===== src/design/ccr_consts.svh =====
`ifndef CCR_CONSTS_SVH
`define CCR_CONSTS_SVH

// ----------------------------------------
// register byte addresses
// ----------------------------------------
`define CCR_ADDR_CNT_LOW    8'hf9
`define CCR_ADDR_CNT_HIGH   8'hfa
`define CCR_ADDR_CAP0_LOW   8'hfb
`define CCR_ADDR_CAP0_HIGH  8'hfc
`define CCR_ADDR_CAP1_LOW   8'he9
`define CCR_ADDR_CAP1_HIGH  8'hea
`define CCR_ADDR_CAP2_LOW   8'heb
`define CCR_ADDR_CAP2_HIGH  8'hec
`define CCR_ADDR_CAP3_LOW   8'hed
`define CCR_ADDR_CAP3_HIGH  8'hee
`define CCR_ADDR_CAP4_LOW   8'hfd
`define CCR_ADDR_CAP4_HIGH  8'hfe
`define CCR_ADDR_CAP5_LOW   8'hd2
`define CCR_ADDR_CAP5_HIGH  8'hd3

// ----------------------------------------
// reset values and sizes
// ----------------------------------------
`define CCR_RESET_BYTE      8'h00
`define CCR_RESET_WORD      16'h0000
`define CCR_NUM_MODULES     6
`define CCR_WDOG_MODULE     3'h5

`endif


===== src/design/ccr_pkg.sv =====
package ccr_pkg;

  typedef logic [7:0]  ccr_byte_t;
  typedef logic [15:0] ccr_word_t;

  typedef enum logic [1:0] {
    CCR_SEL_NONE,
    CCR_SEL_LOW,
    CCR_SEL_HIGH
  } ccr_half_t;

endpackage : ccr_pkg


===== src/design/ccr_array_counter.sv =====
`timescale 1ns/10ps
`include "ccr_consts.svh"

// 16-bit free counter with high byte snapshot on low byte read
module ccr_array_counter (
  input  wire logic             ref_clk,
  input  wire logic             resetn,
  input  wire logic             clk_en,
  input  wire logic             count_en,
  input  wire logic             wr_low,
  input  wire logic             wr_high,
  input  wire logic             rd_low,
  input  wire logic [7:0]       wr_data,
  output      ccr_pkg::ccr_word_t count,
  output      ccr_pkg::ccr_byte_t snap_high
);

  ccr_pkg::ccr_word_t cnt_ff;
  ccr_pkg::ccr_word_t nxt_cnt;
  ccr_pkg::ccr_byte_t snap_ff;
  ccr_pkg::ccr_byte_t nxt_snap;

  always_comb begin
    nxt_cnt  = cnt_ff;
    nxt_snap = snap_ff;
    if (wr_low) begin
      nxt_cnt[7:0] = wr_data;
    end else if (wr_high) begin
      nxt_cnt[15:8] = wr_data;
    end else if (count_en) begin
      nxt_cnt = cnt_ff + 16'h0001;
    end
    if (rd_low) begin
      nxt_snap = cnt_ff[15:8];
    end
  end

  always_ff @(posedge ref_clk) begin
    if (!resetn) begin
      cnt_ff  <= `CCR_RESET_WORD;
      snap_ff <= `CCR_RESET_BYTE;
    end else if (clk_en) begin
      cnt_ff  <= nxt_cnt;
      snap_ff <= nxt_snap;
    end
  end

  assign count     = cnt_ff;
  assign snap_high = snap_ff;

endmodule : ccr_array_counter


===== src/design/ccr_capture_module.sv =====
`timescale 1ns/10ps
`include "ccr_consts.svh"

// one capture/compare channel with its auto-reload value
module ccr_capture_module (
  input  wire logic             ref_clk,
  input  wire logic             resetn,
  input  wire logic             clk_en,
  input  wire logic             wr_low,
  input  wire logic             wr_high,
  input  wire logic             reload_sel,
  input  wire logic [7:0]       wr_data,
  input  wire logic [15:0]      count,
  output      ccr_pkg::ccr_word_t value,
  output      ccr_pkg::ccr_word_t reload,
  output      logic             cmp_en,
  output      logic             match
);

  ccr_pkg::ccr_word_t val_ff;
  ccr_pkg::ccr_word_t nxt_val;
  ccr_pkg::ccr_word_t rld_ff;
  ccr_pkg::ccr_word_t nxt_rld;
  logic               cmp_en_ff;
  logic               nxt_cmp_en;
  logic               match_ff;
  logic               nxt_match;

  always_comb begin
    nxt_val    = val_ff;
    nxt_rld    = rld_ff;
    nxt_cmp_en = cmp_en_ff;
    if (wr_low) begin
      if (reload_sel) begin
        nxt_rld[7:0] = wr_data;
      end else begin
        nxt_val[7:0] = wr_data;
      end
      nxt_cmp_en = 1'b0;
    end
    if (wr_high) begin
      if (reload_sel) begin
        nxt_rld[15:8] = wr_data;
      end else begin
        nxt_val[15:8] = wr_data;
      end
      nxt_cmp_en = 1'b1;
    end
    nxt_match = cmp_en_ff && (count == val_ff);
  end

  always_ff @(posedge ref_clk) begin
    if (!resetn) begin
      val_ff    <= `CCR_RESET_WORD;
      rld_ff    <= `CCR_RESET_WORD;
      cmp_en_ff <= 1'b0;
      match_ff  <= 1'b0;
    end else if (clk_en) begin
      val_ff    <= nxt_val;
      rld_ff    <= nxt_rld;
      cmp_en_ff <= nxt_cmp_en;
      match_ff  <= nxt_match;
    end
  end

  assign value  = val_ff;
  assign reload = rld_ff;
  assign cmp_en = cmp_en_ff;
  assign match  = match_ff;

endmodule : ccr_capture_module


===== src/design/ccr_regs.sv =====
// Behaviour
// - 16-bit counter as two zero-reset bytes
// - high read returns snapshot taken at low read
// - counter writes ignored while watchdog enabled
// - six 16-bit capture values, two bytes each
// - low address reaches reload low by select
// - high address reaches reload high by select
// - low byte write clears comparator enable
// - high byte write sets comparator enable
// - comparator enable gates counter-versus-value match
// - watchdog enable locks module five mode
`timescale 1ns/10ps
`include "ccr_consts.svh"

module ccr_regs (
  input  wire logic        ref_clk,
  input  wire logic        resetn,
  input  wire logic        clk_en,
  input  wire logic [7:0]  sfr_addr,
  input  wire logic        sfr_wr,
  input  wire logic        sfr_rd,
  input  wire logic [7:0]  sfr_wdata,
  input  wire logic        watchdog_enable,
  input  wire logic        auto_reload_select,
  input  wire logic        count_en,
  output logic      [7:0]  sfr_rdata,
  output logic      [5:0]  comparator_function_enable,
  output logic      [5:0]  compare_match,
  output logic             mod5_mode_lock
);

  // ----------------------------------------
  // address decode
  // ----------------------------------------
  function automatic logic [7:0] cap_addr(input logic [2:0] idx, input logic high);
    logic [7:0] a;
    a = 8'h00;
    case (idx)
      3'h0:    a = high ? `CCR_ADDR_CAP0_HIGH : `CCR_ADDR_CAP0_LOW;
      3'h1:    a = high ? `CCR_ADDR_CAP1_HIGH : `CCR_ADDR_CAP1_LOW;
      3'h2:    a = high ? `CCR_ADDR_CAP2_HIGH : `CCR_ADDR_CAP2_LOW;
      3'h3:    a = high ? `CCR_ADDR_CAP3_HIGH : `CCR_ADDR_CAP3_LOW;
      3'h4:    a = high ? `CCR_ADDR_CAP4_HIGH : `CCR_ADDR_CAP4_LOW;
      3'h5:    a = high ? `CCR_ADDR_CAP5_HIGH : `CCR_ADDR_CAP5_LOW;
      default: a = 8'h00;
    endcase
    return a;
  endfunction : cap_addr

  logic               cnt_wr_low;
  logic               cnt_wr_high;
  logic               cnt_rd_low;
  ccr_pkg::ccr_word_t count;
  ccr_pkg::ccr_byte_t snap_high;
  ccr_pkg::ccr_word_t cap_value  [0:5];
  ccr_pkg::ccr_word_t cap_reload [0:5];
  logic [5:0]         cap_wr_low;
  logic [5:0]         cap_wr_high;
  logic [5:0]         cap_cmp_en;
  logic [5:0]         cap_match;

  assign cnt_wr_low  = sfr_wr && !watchdog_enable && (sfr_addr == `CCR_ADDR_CNT_LOW);
  assign cnt_wr_high = sfr_wr && !watchdog_enable && (sfr_addr == `CCR_ADDR_CNT_HIGH);
  assign cnt_rd_low  = sfr_rd && (sfr_addr == `CCR_ADDR_CNT_LOW);

  // ----------------------------------------
  // counter and channels
  // ----------------------------------------
  ccr_array_counter u_counter (
    .ref_clk   (ref_clk),
    .resetn    (resetn),
    .clk_en    (clk_en),
    .count_en  (count_en),
    .wr_low    (cnt_wr_low),
    .wr_high   (cnt_wr_high),
    .rd_low    (cnt_rd_low),
    .wr_data   (sfr_wdata),
    .count     (count),
    .snap_high (snap_high)
  );

  genvar gi;
  generate
    for (gi = 0; gi < `CCR_NUM_MODULES; gi = gi + 1) begin : g_cap
      assign cap_wr_low[gi]  = sfr_wr && (sfr_addr == cap_addr(3'(gi), 1'b0));
      assign cap_wr_high[gi] = sfr_wr && (sfr_addr == cap_addr(3'(gi), 1'b1));
      ccr_capture_module u_cap (
        .ref_clk    (ref_clk),
        .resetn     (resetn),
        .clk_en     (clk_en),
        .wr_low     (cap_wr_low[gi]),
        .wr_high    (cap_wr_high[gi]),
        .reload_sel (auto_reload_select),
        .wr_data    (sfr_wdata),
        .count      (count),
        .value      (cap_value[gi]),
        .reload     (cap_reload[gi]),
        .cmp_en     (cap_cmp_en[gi]),
        .match      (cap_match[gi])
      );
    end
  endgenerate

  // ----------------------------------------
  // read data and status outputs
  // ----------------------------------------
  logic [7:0] rdata_ff;
  logic [7:0] nxt_rdata;
  logic [5:0] cmp_en_ff;
  logic [5:0] match_ff;
  logic       lock_ff;

  always_comb begin
    nxt_rdata = rdata_ff;
    if (sfr_rd) begin
      nxt_rdata = 8'h00;
      if (sfr_addr == `CCR_ADDR_CNT_LOW) begin
        nxt_rdata = count[7:0];
      end else if (sfr_addr == `CCR_ADDR_CNT_HIGH) begin
        nxt_rdata = snap_high;
      end
      for (int i = 0; i < `CCR_NUM_MODULES; i++) begin
        if (sfr_addr == cap_addr(3'(i), 1'b0)) begin
          nxt_rdata = auto_reload_select ? cap_reload[i][7:0] : cap_value[i][7:0];
        end
        if (sfr_addr == cap_addr(3'(i), 1'b1)) begin
          nxt_rdata = auto_reload_select ? cap_reload[i][15:8] : cap_value[i][15:8];
        end
      end
    end
  end

  always_ff @(posedge ref_clk) begin
    if (!resetn) begin
      rdata_ff  <= `CCR_RESET_BYTE;
      cmp_en_ff <= 6'h00;
      match_ff  <= 6'h00;
      lock_ff   <= 1'b0;
    end else if (clk_en) begin
      rdata_ff  <= nxt_rdata;
      cmp_en_ff <= cap_cmp_en;
      match_ff  <= cap_match;
      lock_ff   <= watchdog_enable;
    end
  end

  assign sfr_rdata                  = rdata_ff;
  assign comparator_function_enable = cmp_en_ff;
  assign compare_match              = match_ff;
  assign mod5_mode_lock             = lock_ff;

endmodule : ccr_regs


===== config.mk =====
export PLATFORM = sky130hd
export DESIGN_NAME = ccr_regs
export DESIGN_NICKNAME = d
export VERILOG_FILES = /design/src/design/ccr_pkg.sv /design/src/design/ccr_array_counter.sv /design/src/design/ccr_capture_module.sv /design/src/design/ccr_regs.sv
export VERILOG_INCLUDE_DIRS = /design/src /design/src/design
export SDC_FILE = /design/constraint.sdc
export NUM_CORES = 1
export LEC_CHECK = 0
export BUFFER_PORTS_ARGS = -buffer_cell sky130_fd_sc_hd__buf_4
export CAP_MARGIN = 20
export CORE_MARGIN = 8
export CORE_UTILIZATION = 55
export CTS_BUF_LIST = sky130_fd_sc_hd__clkbuf_8
export CTS_CLUSTER_SIZE = 20
export DETAILED_ROUTE_END_ITERATION = 8
export PLACE_DENSITY = 0.72
export SETUP_SLACK_MARGIN = 0.2
export SLEW_MARGIN = 10
export SYNTH_ARGS = -nofsm -noshare
export SYNTH_HDL_FRONTEND = slang
export SYNTH_SLANG_ARGS = --single-unit

===== constraint.sdc =====
create_clock -name ref_clk -period 3.3 [get_ports ref_clk]
set_input_delay 0.66 -clock ref_clk [delete_from_list [all_inputs] [get_ports ref_clk]]
set_output_delay 0.66 -clock ref_clk [all_outputs]
set_load 0.05 [all_outputs]

-- Word level (Yosys, flattened, before mapping)
Index checks and enable logic that the tools add are counted.
- output and inout port bits: 21
- logic and storage cells: 198
- register bits: 249
- input port bits: 24
- bitwise gates (word level): 2
- add/sub/neg operators: 1
- multiplexer cells: 54
- equality and inequality tests: 33
- reductions and logical operators: 65
- operators with widths (kind ; count):
    2-to-1 mux 8 bit ; 41
    equality test 8 bit (second input constant) ; 14
    equality test 16 bit ; 6
    equality test 8 bit ; 12
    AND reduction 3 bit ; 26
    logical AND 1 bit ; 22
    adder 16 x 1 -> 16 bit (second input constant) ; 1
    2-to-1 mux 16 bit ; 1
    AND reduction 2 bit ; 8
    nonzero test 2 bit ; 8
    2-to-1 mux 1 bit ; 12
    != test 2 bit (second input constant) ; 1
    inverter 1 bit ; 2
    logical NOT 1 bit ; 1

-- Longest topological paths before layout
Gate-level depths: netlist of the first run.
- word-level depth: 15
- depth in mapped cells: 9
- depth with buffers taken out: 6

-- By module
A second synthesis of the first run with hierarchy kept.
- cells, all modules: 1502
- area total of the unflattened synthesis: 13267.7 µm²
- by module, submodules not included (module ; sequential area each (µm²) ; cells each ; times used ; area an instance (µm²)):
    ccr_capture_module ; 680.7 ; 153 ; 6 ; 1443.9
    ccr_regs ; 420.4 ; 399 ; 1 ; 3228.1
    ccr_array_counter ; 480.5 ; 185 ; 1 ; 1376.3

-- Least setup slack after synthesis of the first run
No wires, ideal clock.
- path type: input -> register
- start point: input sfr_addr[2]
- end point: register g_cap[5].u_cap.rld_ff[14]
- required time: 3168 ps
- setup slack: 959 ps
- data arrival time: 2209 ps
- buffers on the path: 2
- stages: 7
- library setup time: 132 ps
- cells stage by stage: clkbuf_1 -> or4b_4 -> or3_4 -> or2_2 -> clkbuf_1 -> nand2_1 -> a21oi_1
- cells in the longest elaborated chain, start to end: 3
- RTL lines (item ; line ; source):
    start: declaration ; ccr_regs.sv:19 ; input wire logic [7:0] sfr_addr,
    equality test 8 bit ; ccr_regs.sv:86 ; assign cap_wr_high[gi] = sfr_wr && (sfr_addr == cap_addr(3'(gi), 1'b1));
    logical AND 1 bit ; ccr_regs.sv:86 ;
    AND reduction 3 bit (no line) ; - ;
    end signal: assignment ; ccr_capture_module.sv:55 ; rld_ff <= `CCR_RESET_WORD;
    end signal: assignment ; ccr_capture_module.sv:60 ; rld_ff <= nxt_rld;
    end: declaration ; ccr_capture_module.sv:22 ; ccr_pkg::ccr_word_t rld_ff;
No other way between the ends.
A chain may end at the register's enable or synchronous reset.

-- Final worst setup path of the first run
- start point: register u_counter.cnt_ff[0], in the netlist u_counter.count[0]
- end point: register u_counter.cnt_ff[14], in the netlist u_counter.count[14]
- cells in the longest elaborated chain, start to end: 3
- RTL lines (item ; line ; source):
    start: declaration ; ccr_array_counter.sv:18 ; ccr_pkg::ccr_word_t cnt_ff;
    start signal: assignment ; ccr_array_counter.sv:40 ; cnt_ff <= `CCR_RESET_WORD;
    start signal: assignment ; ccr_array_counter.sv:43 ; cnt_ff <= nxt_cnt;
    adder 16 x 1 -> 16 bit ; ccr_array_counter.sv:31 ; nxt_cnt = cnt_ff + 16'h0001;
    2-to-1 mux 16 bit ; ccr_array_counter.sv:30 ; end else if (count_en) begin
    2-to-1 mux 8 bit ; ccr_array_counter.sv:28 ; end else if (wr_high) begin
No other way between the ends. The select of a mux whose other input is x is not followed.

==> metrics.md, run 1 <==
| Metric | Value |
|---|---|
| Post-route worst setup slack | `0.9148 ns` |
| Setup Skew | `about 0.027 ns` |
| Detailed Place HPWL | `28.34 mm` |
| Main synth FF type | `dfxtp_1` |
| Core ar. | `23,260 um^2` |
| # diodes | `0` |
| Hold Path Class | `input pin to flop` |
| I/O Pins | `45` |
| CTS Buf Count | `43` |
| Area occupied by multi-input gates | `7333 um^2` |
| RSZ-0062 raised after global routing | `no` |
| Yosys cell types | `67` |
| CTS H-Tree Depth | `2` |
| Highest clock rate | `0.4193 GHz` |
| GR Overflow Total | `0` |
| Leakage Power | `0.004950 uW` |
| Max-slew headroom | `39.06%` |
| Status | `complete, no violations` |
| Worst Setup EP | `u_counter.count[14]$_SDFFE_PN0P_` |
| Post-synthesis sequential area ratio | `38.66%` |
| Critical Path Most Common Cell | `nor4_1` |
| # DRC | `0` |
| Chip width | `169.1 um` |
| RePlAce Congestion | `1.011` |
| Worst r2r path cells | `6` |
| # clock sinks | `249` |
| DR vias | `11,649` |
| Reg2reg start | `u_counter.count[0]$_SDFFE_PN0P_` |
| First-pass GRT wire length | `65.49 mm` |
| Clock tree buffer depth | `3` |
| Critical path data required time | `between 3 and 4 ns` |
| Final wirelength | `42.85 mm` |
| Share of layout cells above drive strength 1 | `13.82%` |
| Synth Net Count | `1,524` |
| Max-slew violation count | `0` |
| CTS tree | `built` |
| Max Fanout on Critical Path | `6` |
| Hold Vio Cnt, Final | `0` |
| Via density | `6.287` |
| Cell Rows | `56` |
| Most common cell after layout, fill and taps aside | `dfxtp_1` |
| Yosys reg bits | `249` |
| Post-synth EDFFs | `0` |
| CP Launch Point | `u_counter.count[0]$_SDFFE_PN0P_` |
| Final ANT Viol Nets | `0` |
| Slew @ Worst Pin | `0.9128 ns` |
| Crit path DAT | `2.77 ns` |
| Power Density | `~430 nW/um^2` |
| CP Class | `flop to flop` |
| Die Ht | `169.1 um` |
| Iter 0 DRT Violations | `1,346` |
| Crit-path max cell delay | `0.64 ns` |
| I/O Buffers | `44` |
| Reg-to-Reg End | `u_counter.count[14]$_SDFFE_PN0P_` |
| Vias in the first global route | `10,773` |
| Root buffer cell | `clkbuf_8` |
| Critical-path cell list | `ha_1 > nand2_1 > or4_1 > or2_2 > nor4_1 > nor4_1` |
| Avg Inst Size Synth | `8.602 um^2` |
| Worst IR Drop VDD | `331.9 uV` |
| Critical-path top delay cell | `dfxtp_1` |
| Setup Fix Bufs, Post-CTS | `0` |
| Endpoints failing setup | `0` |
| Quantity of hold-fixing buffers added after cts | `0` |
| Initial antenna violation count | `0` |
| Synth async-reset ratio | `0%` |
| Fin crit share | `slightly above 70%` |
| YS warnings | `0` |
| Fin Setup TNS | `0 ns` |
| Layout fillers | `approximately 2,000` |
| Die area | `28,600 um^2` |
| Post-place setup slack | `roughly 0.55 ns` |
| Commonest cells after routing, fill and taps aside | `dfxtp_1 (249), mux2i_1 (199), nor2_1 (166)` |
| Reg2Reg Setup Slack | `0.91 ns` |
| Type of origin of the critical path | `flop` |
| Layout area overhead | `11.37%` |
| Syn Std Cell Area | `between 10,000 and 15,000 um^2` |
| Top cells by area, synth | `dfxtp_1 (39%), mux2i_1 (15%), xnor2_1 (6.5%)` |
| Yosys top cell area share | `38.66%` |
| Largest net degree at the start of global routing | `89` |
| Max-cap viol count | `0` |
| Layout Nets | `1,529` |
| Drt pass-1 iters | `6` |
| Cts repair resizes | `0` |
| Avg WL per Cell | `23.12 um` |
| CP endpoint kind | `flop` |
| Cell count after synthesis | `1,499` |
| Area leader, netlist | `dfxtp_1` |
| Final Critical Period | `2.385 ns` |
| GR Util All Layers | `between 20% and 30%` |
| Worst skew pair latency | `about 0.56 ns` |
| Starting density of the core | `55.43%` |
| Clock-pin slew on the worst setup and hold paths | `0.06 ns` |
| FF/Latch Area | `4985 um^2` |
-- power breakdown --
part / internal (uW) / total, uW / switching, uW
clock: 1530 / 2800 / 1280
combinational: 116 / 411 / 295
sequential: 3010 / 3020 / 6.03
total: 4650 / 6230 / 1580
-- final cells by class --
class	count	share of cell area [%]
timing repair buffer	93	5.384
clock buffer	53	5.079
multi-input combinational	1114	51.06
inverter	3	0.1133
sequential	249	34.71
tap	319	2.779
clock inverter	22	0.8712
-- state kept, by name (all words and copies together) (netlist names) --
signal,count
g_cap.u_cap.reload,96
u_counter.snap_high,8
u_counter.count,16
mod5_mode_lock,1
g_cap.u_cap.cmp_en,6
sfr_rdata,8
compare_match,6
g_cap.u_cap.value,96
g_cap.u_cap.match,6
comparator_function_enable,6
-- kinds of logic (layout without fill, tap and decap cells) --
group / count (synthesis) / after routing / synth area share (%)
xor gates and xnor gates: 96 / 96 / 6.521
buffers and inverters: 136 / 171 / 4.473
DFF: 249 / 249 / 38.66
muxes: 229 / 229 / 18.07
and+or+nand+nor: 455 / 455 / 16.73
adders and majority gates: 1 / 1 / 0.09702
AOI/OAI and AO/OA: 333 / 333 / 15.46
-- metal layers --
| layer | track usage, % | share of wire (%) | up-vias |
|---|---|---|---|
| li1 | - | - | 5308 |
| met1 | 39.61 | 41 | 5585 |
| met2 | 45.11 | 44 | 636 |
| met3 | 5.171 | 10 | 120 |
| met4 | 13.70 | 4.6 | 0 |
| met5 | 0 | 0 | - |
-- per-stage QoR --
| stage | total power (uW) | util (%) | hold WS [ns] | instance area, um^2 | cells |
|---|---|---|---|---|---|
| after floorplan | 3330 | - | 0.4315 | 12890 | 1499 |
| after global placement | 3479 | 58.06 | 0.4376 | 13510 | 1778 |
| after detailed placement | 3479 | 58.06 | 0.4428 | 13510 | 1778 |
| after CTS | 6229 | 61.74 | 0.3543 | 14360 | 1853 |
| after global routing | 6413 | 61.74 | 0.3868 | 14360 | 1853 |
| final | 6230 | 61.74 | 0.3661 | 14360 | 1853 |
-- synth_stat cells (2+ instances only) --
master     count
dfxtp_1      249
mux2i_1      199
nor2_1       166
nand2_1      143
o21ai_0      117
a21oi_1      114
xnor2_1       96
clkbuf_1      83
mux2_2        30
nand4_1       29
buf_2         26
nor3_1        26
a22oi_1       18
buf_1         17
nand3_1       17
nor2_2        12
nor4_1        11
o22ai_1       11
or3_1         11
a211oi_1      10
o211ai_1       9
a211o_1        8
o31ai_1        8
a221oi_1       7
nand4b_1       6
a221o_1        5
buf_4          5
o2111a_1       5
and4b_1        4
o211a_1        4
and3_1         3
nand2b_1       3
nand4bb_1      3
nor3_4         3
o21a_1         3
buf_6          2
nor3b_1        2
nor4b_1        2
o2111ai_1      2
o2bb2ai_1      2
or2_2          2
-- worst max-delay path: cells and delay by family (launching register included) --
| family | cells | cell delay [ns] |
|---|---|---|
| adders and majority gates | 1 | 0.31 |
| and+or+nand+nor | 5 | 1.27 |
| DFF | 1 | 0.64 |
-- worst min path at each step --
stage / depth (start not counted) / endpoint / from / slack [ns]
after floorplan: 2 / g_cap[5].u_cap.reload[10]$_SDFFE_PN0P_ / g_cap[5].u_cap.reload[10]$_SDFFE_PN0P_ / 0.43
after global placement: 2 / g_cap[5].u_cap.reload[11]$_SDFFE_PN0P_ / g_cap[5].u_cap.reload[11]$_SDFFE_PN0P_ / 0.44
after detailed placement: 2 / g_cap[5].u_cap.reload[13]$_SDFFE_PN0P_ / g_cap[5].u_cap.reload[13]$_SDFFE_PN0P_ / 0.44
after CTS: 3 / mod5_mode_lock$_SDFFE_PN0P_ / watchdog_enable / 0.35
after global routing: 3 / mod5_mode_lock$_SDFFE_PN0P_ / watchdog_enable / 0.39
final: 3 / mod5_mode_lock$_SDFFE_PN0P_ / watchdog_enable / 0.37
Note: power is estimated with default switching activity, not from simulation.
==> inputs of run 2 (changes only) <==
Clock period 3.3 ns to 2.35 ns, I/O delays scaled along.
==> run 2 against run 1 <==
  * Worst setup slack worse by 0.62 ns
  * Register-to-register slack worse by 0.62 ns
  * Total power is 46% higher
  * Clock skew is 0.0051 ns lower
  * Combinational power is 52% higher
  * Clock-buffer cell count is 5 lower
==> metrics.md, run 2 (synthesized netlist as in run 1, its figures left out) <==
| Metric | Value |
|---|---|
| CP endpoint kind | `flop` |
| Final instance area | `14,980 um^2 (+4.3%)` |
| GR Layer Usage met3 | `5.614% (+0.44 points)` |
| Crit-path max cell delay | `0.60 ns (-0.04 ns)` |
| Highest clock rate | `0.4857 GHz (+16%)` |
| Critical-path top delay cell | `or4_1` |
| Commonest cells after routing, fill and taps aside | `dfxtp_1 (248), mux2i_1 (199), nor2_1 (166)` |
| I/O Buffers | `44 (unchanged)` |
| Met2 GRT Util | `46.64% (+1.5 points)` |
| RSZ-0062 raised after global routing | `no` |
| Final Critical Period | `2.059 ns (-0.3262 ns)` |
| Tot Pwr | `9075 uW (+46%)` |
| RePlAce Congestion | `0.9759 (-3.4%)` |
| Initial antenna violation count | `1 (+1)` |
| Largest net degree at the start of global routing | `55 (-38%)` |
| Core Util, Final | `64.38% (+2.6 points)` |
| Max-slew violation count | `0 (unchanged)` |
| Max Fanout on Critical Path | `5 (-1)` |
| Vias in the first global route | `11,065 (+2.7%)` |
| Leakage Power | `0.005283 uW (+6.7%)` |
| GR Util All Layers | `29.88% (+0.50 points)` |
| Root buffer cell | `clkbuf_8` |
| Hold Vio Cnt, Final | `0 (unchanged)` |
| Busiest grt layer | `met2` |
| I/O Pins | `45 (unchanged)` |
| Crit path DAT | `2.51 ns (-0.26 ns)` |
| # diodes | `0 (unchanged)` |
| Power Density | `606.0 nW/um^2 (+40%)` |
| Share of layout cells above drive strength 1 | `17.31% (+3.5 points)` |
| Setup Fix Bufs, Post-CTS | `0 (unchanged)` |
| # clock sinks | `249 (unchanged)` |
| Type of origin of the critical path | `flop` |
| M1 GR Usage | `38.63% (-0.97 points)` |
| Hold Path Class | `input pin to flop` |
| Layout Nets | `1,586 (+3.7%)` |
| Detailed Place HPWL | `29.84 mm (+5.3%)` |
| Drt pass-1 iters | `6 (unchanged)` |
| Die Ht | `169.1 um (unchanged)` |
| Layout area overhead | `16.14%` |
| GR Overflow Total | `0 (unchanged)` |
| CTS tree | `built` |
| Status | `complete, no violations` |
| Final ANT Viol Nets | `0 (unchanged)` |
| Max-slew headroom | `61.49% (+22 points)` |
| Critical path data required time | `2.80 ns (-0.88 ns)` |
| # DRC | `0 (unchanged)` |
| Endpoints failing setup | `0 (unchanged)` |
| Critical-path cell list | `nand2_1 > or4_1 > or2_2 > nor4_1 > nor4_1` |
| Critical path's top delay family | `simple AND/OR/NAND/NOR gates` |
| Final wirelength | `43.74 mm (+2.1%)` |
| Critical Path Most Common Cell | `nor4_1` |
| Worst skew pair latency | `0.58 ns (+0.02 ns)` |
| Iter 0 DRT Violations | `1,322 (-1.8%)` |
| Fin crit share | `87.62% (+15 points)` |
| Worst Path Buf+Inv | `0 (unchanged)` |
| Clock tree buffer depth | `3 (unchanged)` |
| Worst IR Drop VDD | `351.8 uV (+6.0%)` |
| Chip width | `169.1 um (unchanged)` |
| Clock-pin slew on the worst setup and hold paths | `0.06 ns (about the same)` |
| Slew @ Worst Pin | `0.5723 ns (-0.3405 ns)` |
| Placement-stage cell area | `14,070 um^2 (+4.1%)` |
| Max-cap viol count | `0 (unchanged)` |
| Most common cell after layout, fill and taps aside | `dfxtp_1` |
| Cell Rows | `56 (unchanged)` |
| Via density | `6.171 (-1.8%)` |
| Starting density of the core | `55.43% (unchanged)` |
| CTS H-Tree Depth | `2 (unchanged)` |
| Core ar. | `23,260 um^2 (unchanged)` |
| CP Class | `flop to flop` |
| DR vias | `11,806 (+1.3%)` |
| Setup Skew | `0.02220 ns (-0.005051 ns)` |
| Avg WL per Cell | `22.87 um (-1.1%)` |
| Layout fillers | `1,978 (-2.8%)` |
| CTS Buf Count | `42 (-2.3%)` |
| Die area | `28,600 um^2 (unchanged)` |
| First-pass GRT wire length | `66.33 mm (+1.3%)` |
-- run 2: routing by layer --
metal  wire length, um  part of all wire, %  up-vias
met3              3963                  9.1      148
met5                10                0.023        -
met4              2365                  5.4        2
met1             17790                   41     5597
met2             19610                   45      639
li1                  -                    -     5420
-- run 2: metrics by stage --
stage          std cells  setup WS (ns)  hold WS, ns  setup TNS (ns)
2_1_floorplan       1499         0.2090       0.4315               0
3_3_place_gp        1836       -0.04390       0.4442        -0.04390
3_5_place_dp        1836       -0.02297       0.4508        -0.02297
4_1_cts             1913         0.2389       0.1393               0
5_1_grt             1913         0.2048       0.1817               0
6_report            1913         0.2910       0.1539               0
-- run 2: worst register-to-register path: stages, from the launching register on --
cell and delay [ns]:
dfxtp_1 0.53, nand2_1 0.21, or4_1 0.60, or2_2 0.33, nor4_1 0.20, nor4_1 0.08
-- run 2: worst paths after layout --
| path | from | end | slack [ns] | cells past startpoint |
|---|---|---|---|---|
| max | u_counter.count[8]$_SDFFE_PN0P_ | u_counter.count[14]$_SDFFE_PN0P_ | 0.29 | 5 |
| min | watchdog_enable | mod5_mode_lock$_SDFFE_PN0P_ | 0.15 | 3 |
| max reg2reg | u_counter.count[8]$_SDFFE_PN0P_ | u_counter.count[14]$_SDFFE_PN0P_ | 0.29 | 5 |
| min reg2reg | g_cap[5].u_cap.reload[9]$_SDFFE_PN0P_ | g_cap[5].u_cap.reload[9]$_SDFFE_PN0P_ | 0.46 | 2 |
-- run 2: report_power, final --
part | switching, uW | internal (uW) | leakage (uW)
clock | 1890 | 2330 | 0.000499
combinational | 426 | 199 | 0.00278
sequential | 4.58 | 4230 | 0.00201
-- run 2: final cells by class --
class / count / area, um^2 / share of cell area, %
clock inverters: 29 / 246.5 / 1.646
flip-flops and latches: 249 / 4986 / 33.29
well taps: 319 / 399.1 / 2.665
inverters: 3 / 16.27 / 0.1086
multi-input cells: 1114 / 7333 / 48.97
clock buffers: 48 / 660.6 / 4.411
repair buffers: 151 / 1334 / 8.906
-- run 2: timing repair --
item                                    in CTS  in global routing
gates resized for setup                      0                  1
endpoints found under the setup margin       0                  7
hold buffers                                 0                  0
==> inputs of run 3 (changes only) <==
Clock period 2.35 ns to 1.9 ns, I/O delays scaled along.
==> run 3 against run 2 <==
  * Critical path depth is 2 higher
  * Sequential power rose by 24%
  * Routed wire length up 8.6%
  * Critical endpoint unchanged
  * Via count rose by 6.6%
  * Clock-buffer cell count is 6 higher
==> metrics.md, run 3 (synthesized netlist as in run 1, its figures left out) <==
| Metric | Value |
|---|---|
| Initial antenna violation count | `1 (unchanged)` |
| Detailed Place HPWL | `32.55 mm (+9.1%)` |
| Final wirelength | `47.51 mm (+8.6%)` |
| Cell Rows | `56 (unchanged)` |
| Type of origin of the critical path | `flop` |
| Highest clock rate | `0.5431 GHz (+12%)` |
| Max Fanout on Critical Path | `3 (-2)` |
| Clock Power Share | `45.1% (-1.4 points)` |
| Drt pass-1 iters | `7 (+1)` |
| GR Overflow Total | `0 (unchanged)` |
| Fin crit share | `96.91% (+9.3 points)` |
| Hold Path Class | `input pin to flop` |
| Switching share of total power | `25.11% (-0.42 points)` |
| Die area | `28,600 um^2 (unchanged)` |
| Clock tree buffer depth | `3 (unchanged)` |
| Sw power | `2807 uW (+21%)` |
| Status | `complete, no violations` |
| Reg power frac | `46.8% (+0.2 points)` |
| DR vias | `12,580 (+6.6%)` |
| CTS tree | `built` |
| First-pass GRT wire length | `70.25 mm (+5.9%)` |
| CP endpoint kind | `flop` |
| RePlAce Congestion | `0.9776 (+0.17%)` |
| Final Critical Period | `1.841 ns (-0.2178 ns)` |
| Chip width | `169.1 um (unchanged)` |
| Quantity of hold-fixing buffers added after cts | `0 (unchanged)` |
| # DRC | `0 (unchanged)` |
| CTS H-Tree Depth | `2 (unchanged)` |
| Starting density of the core | `55.43% (unchanged)` |
| Met2 WL post-DR | `20.77 mm (+5.9%)` |
| GR Util All Layers | `31.91% (+2.0 points)` |
| Crit path DAT | `2.30 ns (-0.21 ns)` |
| Worst r2r path cells | `7 (+2)` |
| Max-slew headroom | `62.57% (+1.1 points)` |
| Fin Setup TNS | `0 ns (unchanged)` |
| CP Class | `flop to flop` |
| I/O Buffers | `44 (unchanged)` |
| Leakage Power | `0.005962 uW (+13%)` |
| Vias in the first global route | `11,960 (+8.1%)` |
| Internal power | `8371 uW (+24%)` |
| Slew @ Worst Pin | `0.5593 ns (-0.01300 ns)` |
| Final instance area | `16,440 um^2 (+9.8%)` |
| Power Density | `679.7 nW/um^2 (+12%)` |
| Post-Route M1 WL | `18.87 mm (+6.1%)` |
| Combinational share of power | `8.0% (+1.1 points)` |
| Placement-stage cell area | `15,100 um^2 (+7.4%)` |
| # diodes | `0 (unchanged)` |
| WHS Path Cells | `3 (unchanged)` |
| Endpoints failing setup | `0 (unchanged)` |
| Max-cap viol count | `0 (unchanged)` |
| Worst IR Drop VDD | `575.6 uV (+64%)` |
| Critical-path cell list | `ha_4 > nand2_4 > or4_4 > buf_6 > o31ai_4 > a21oi_2 > nor4_1` |
| Largest net degree at the start of global routing | `55 (unchanged)` |
| Core ar. | `23,260 um^2 (unchanged)` |
| Via density | `6.237 (+1.1%)` |
| Layout Nets | `1,695 (+6.9%)` |
| CTS Buf Count | `43 (+2.4%)` |
| RSZ-0062 raised after global routing | `yes` |
| Layout fillers | `1,754 (-11%)` |
| Commonest cells after routing, fill and taps aside | `dfxtp_1 (234), buf_4 (212), mux2i_1 (199)` |
| Share of layout cells above drive strength 1 | `25.85% (+8.5 points)` |
| Worst skew pair latency | `0.56 ns (-0.02 ns)` |
| Post-route worst setup slack | `0.05874 ns (-0.2322 ns)` |
| Avg WL per Cell | `23.55 um (+3.0%)` |
| Most common cell after layout, fill and taps aside | `dfxtp_1` |
| Area occupied by multi-input gates | `7695 um^2 (+4.9%)` |
| Root buffer cell | `clkbuf_8` |
| Met3 routed WL | `5.386 mm (+36%)` |
| Critical path data required time | `2.36 ns (-0.44 ns)` |
| Critical-path top delay cell | `or4_4` |
| FF/Latch Area | `5011 um^2 (+0.50%)` |
| Die Ht | `169.1 um (unchanged)` |
| Max-slew violation count | `0 (unchanged)` |
| # clock sinks | `249 (unchanged)` |
| I/O Pins | `45 (unchanged)` |
| Hold Vio Cnt, Final | `0 (unchanged)` |
| Layout area overhead | `27.53%` |
| Top Layer Used | `met4` |
| Post-place setup slack | `-0.3421 ns (-0.3192 ns)` |
| Final ANT Viol Nets | `0 (unchanged)` |
| Crit-path max cell delay | `0.52 ns (-0.08 ns)` |
| Iter 0 DRT Violations | `1,520 (+15%)` |
| Setup Skew | `0.02006 ns (-0.002133 ns)` |
| Clock-pin slew on the worst setup and hold paths | `0.07 ns (about the same)` |
| Tot Pwr | `11,180 uW (+23%)` |
run 3: cell count changes in the layout (fill, tap and decap cells not counted), sizes merged:
cell / before / now
or3: 12 / 13
clkinvlp: 4 / 1
clkbuf: 48 / 54
clkinv: 11 / 9
buf: 151 / 258
inv: 13 / 10
bufinv: 4 / 2
run 3: power by group through the flow:
stage	registers [uW]	clock network [uW]	logic [uW]
after floorplan	5350	0	447
after global placement	5350	0	833
after detailed placement	5350	0	837
after CTS	5240	5070	847
after global routing	5230	5310	922
final	5230	5040	899
run 3: worst paths after layout:
path                                                              from                                endpoint  slack [ns]
worst max-delay path                   u_counter.count[0]$_SDFFE_PN0P_        u_counter.count[14]$_SDFFE_PN0P_        0.06
worst min-delay path                                   watchdog_enable             mod5_mode_lock$_SDFFE_PN0P_        0.08
worst max register to register         u_counter.count[0]$_SDFFE_PN0P_        u_counter.count[14]$_SDFFE_PN0P_        0.06
worst min register to register  g_cap[5].u_cap.reload[10]$_SDFFE_PN0P_  g_cap[5].u_cap.reload[10]$_SDFFE_PN0P_        0.46
run 3: cell type report:
type / instances / share of cell area (%)
inverter: 3 / 0.09891
tap: 319 / 2.427
sequential: 249 / 30.47
multi-input combinational: 1115 / 46.79
timing repair buffer: 258 / 14.85
clock inverter: 19 / 0.8369
clock buffer: 54 / 4.520
run 3: metrics by stage:
stage | util, % | instances | hold WS [ns]
after floorplan | - | 1499 | 0.4315
after global placement | 64.93 | 1929 | 0.4396
after detailed placement | 64.93 | 1929 | 0.4468
after CTS | 69.50 | 2013 | 0.06807
after global routing | 70.69 | 2017 | 0.1003
final | 70.69 | 2017 | 0.07709
run 3: repair_timing:
item                                   4_1_cts  5_1_grt
pin swaps                                   13       34
endpoints found under the hold margin        0        0
setup endpoints to repair                    9       26
buffers inserted                            11        3
gates cloned                                 0        1
resized for setup                           19       56
run 3: worst max-delay path: cells and delay by family (launching register included):
| family | cells | cell delay, ns |
|---|---|---|
| and+or+nand+nor | 3 | 0.81 |
| AOI/OAI and AO/OA | 2 | 0.26 |
| buffers and inverters | 1 | 0.15 |
| adders and majority gates | 1 | 0.14 |
| DFF | 1 | 0.37 |
run 3: layer usage:
metal	GRT usage (%)	vias up
li1	-	5662
met1	40.68	5943
met2	49.28	783
met3	8.060	192
met4	16.58	0
met5	0	-
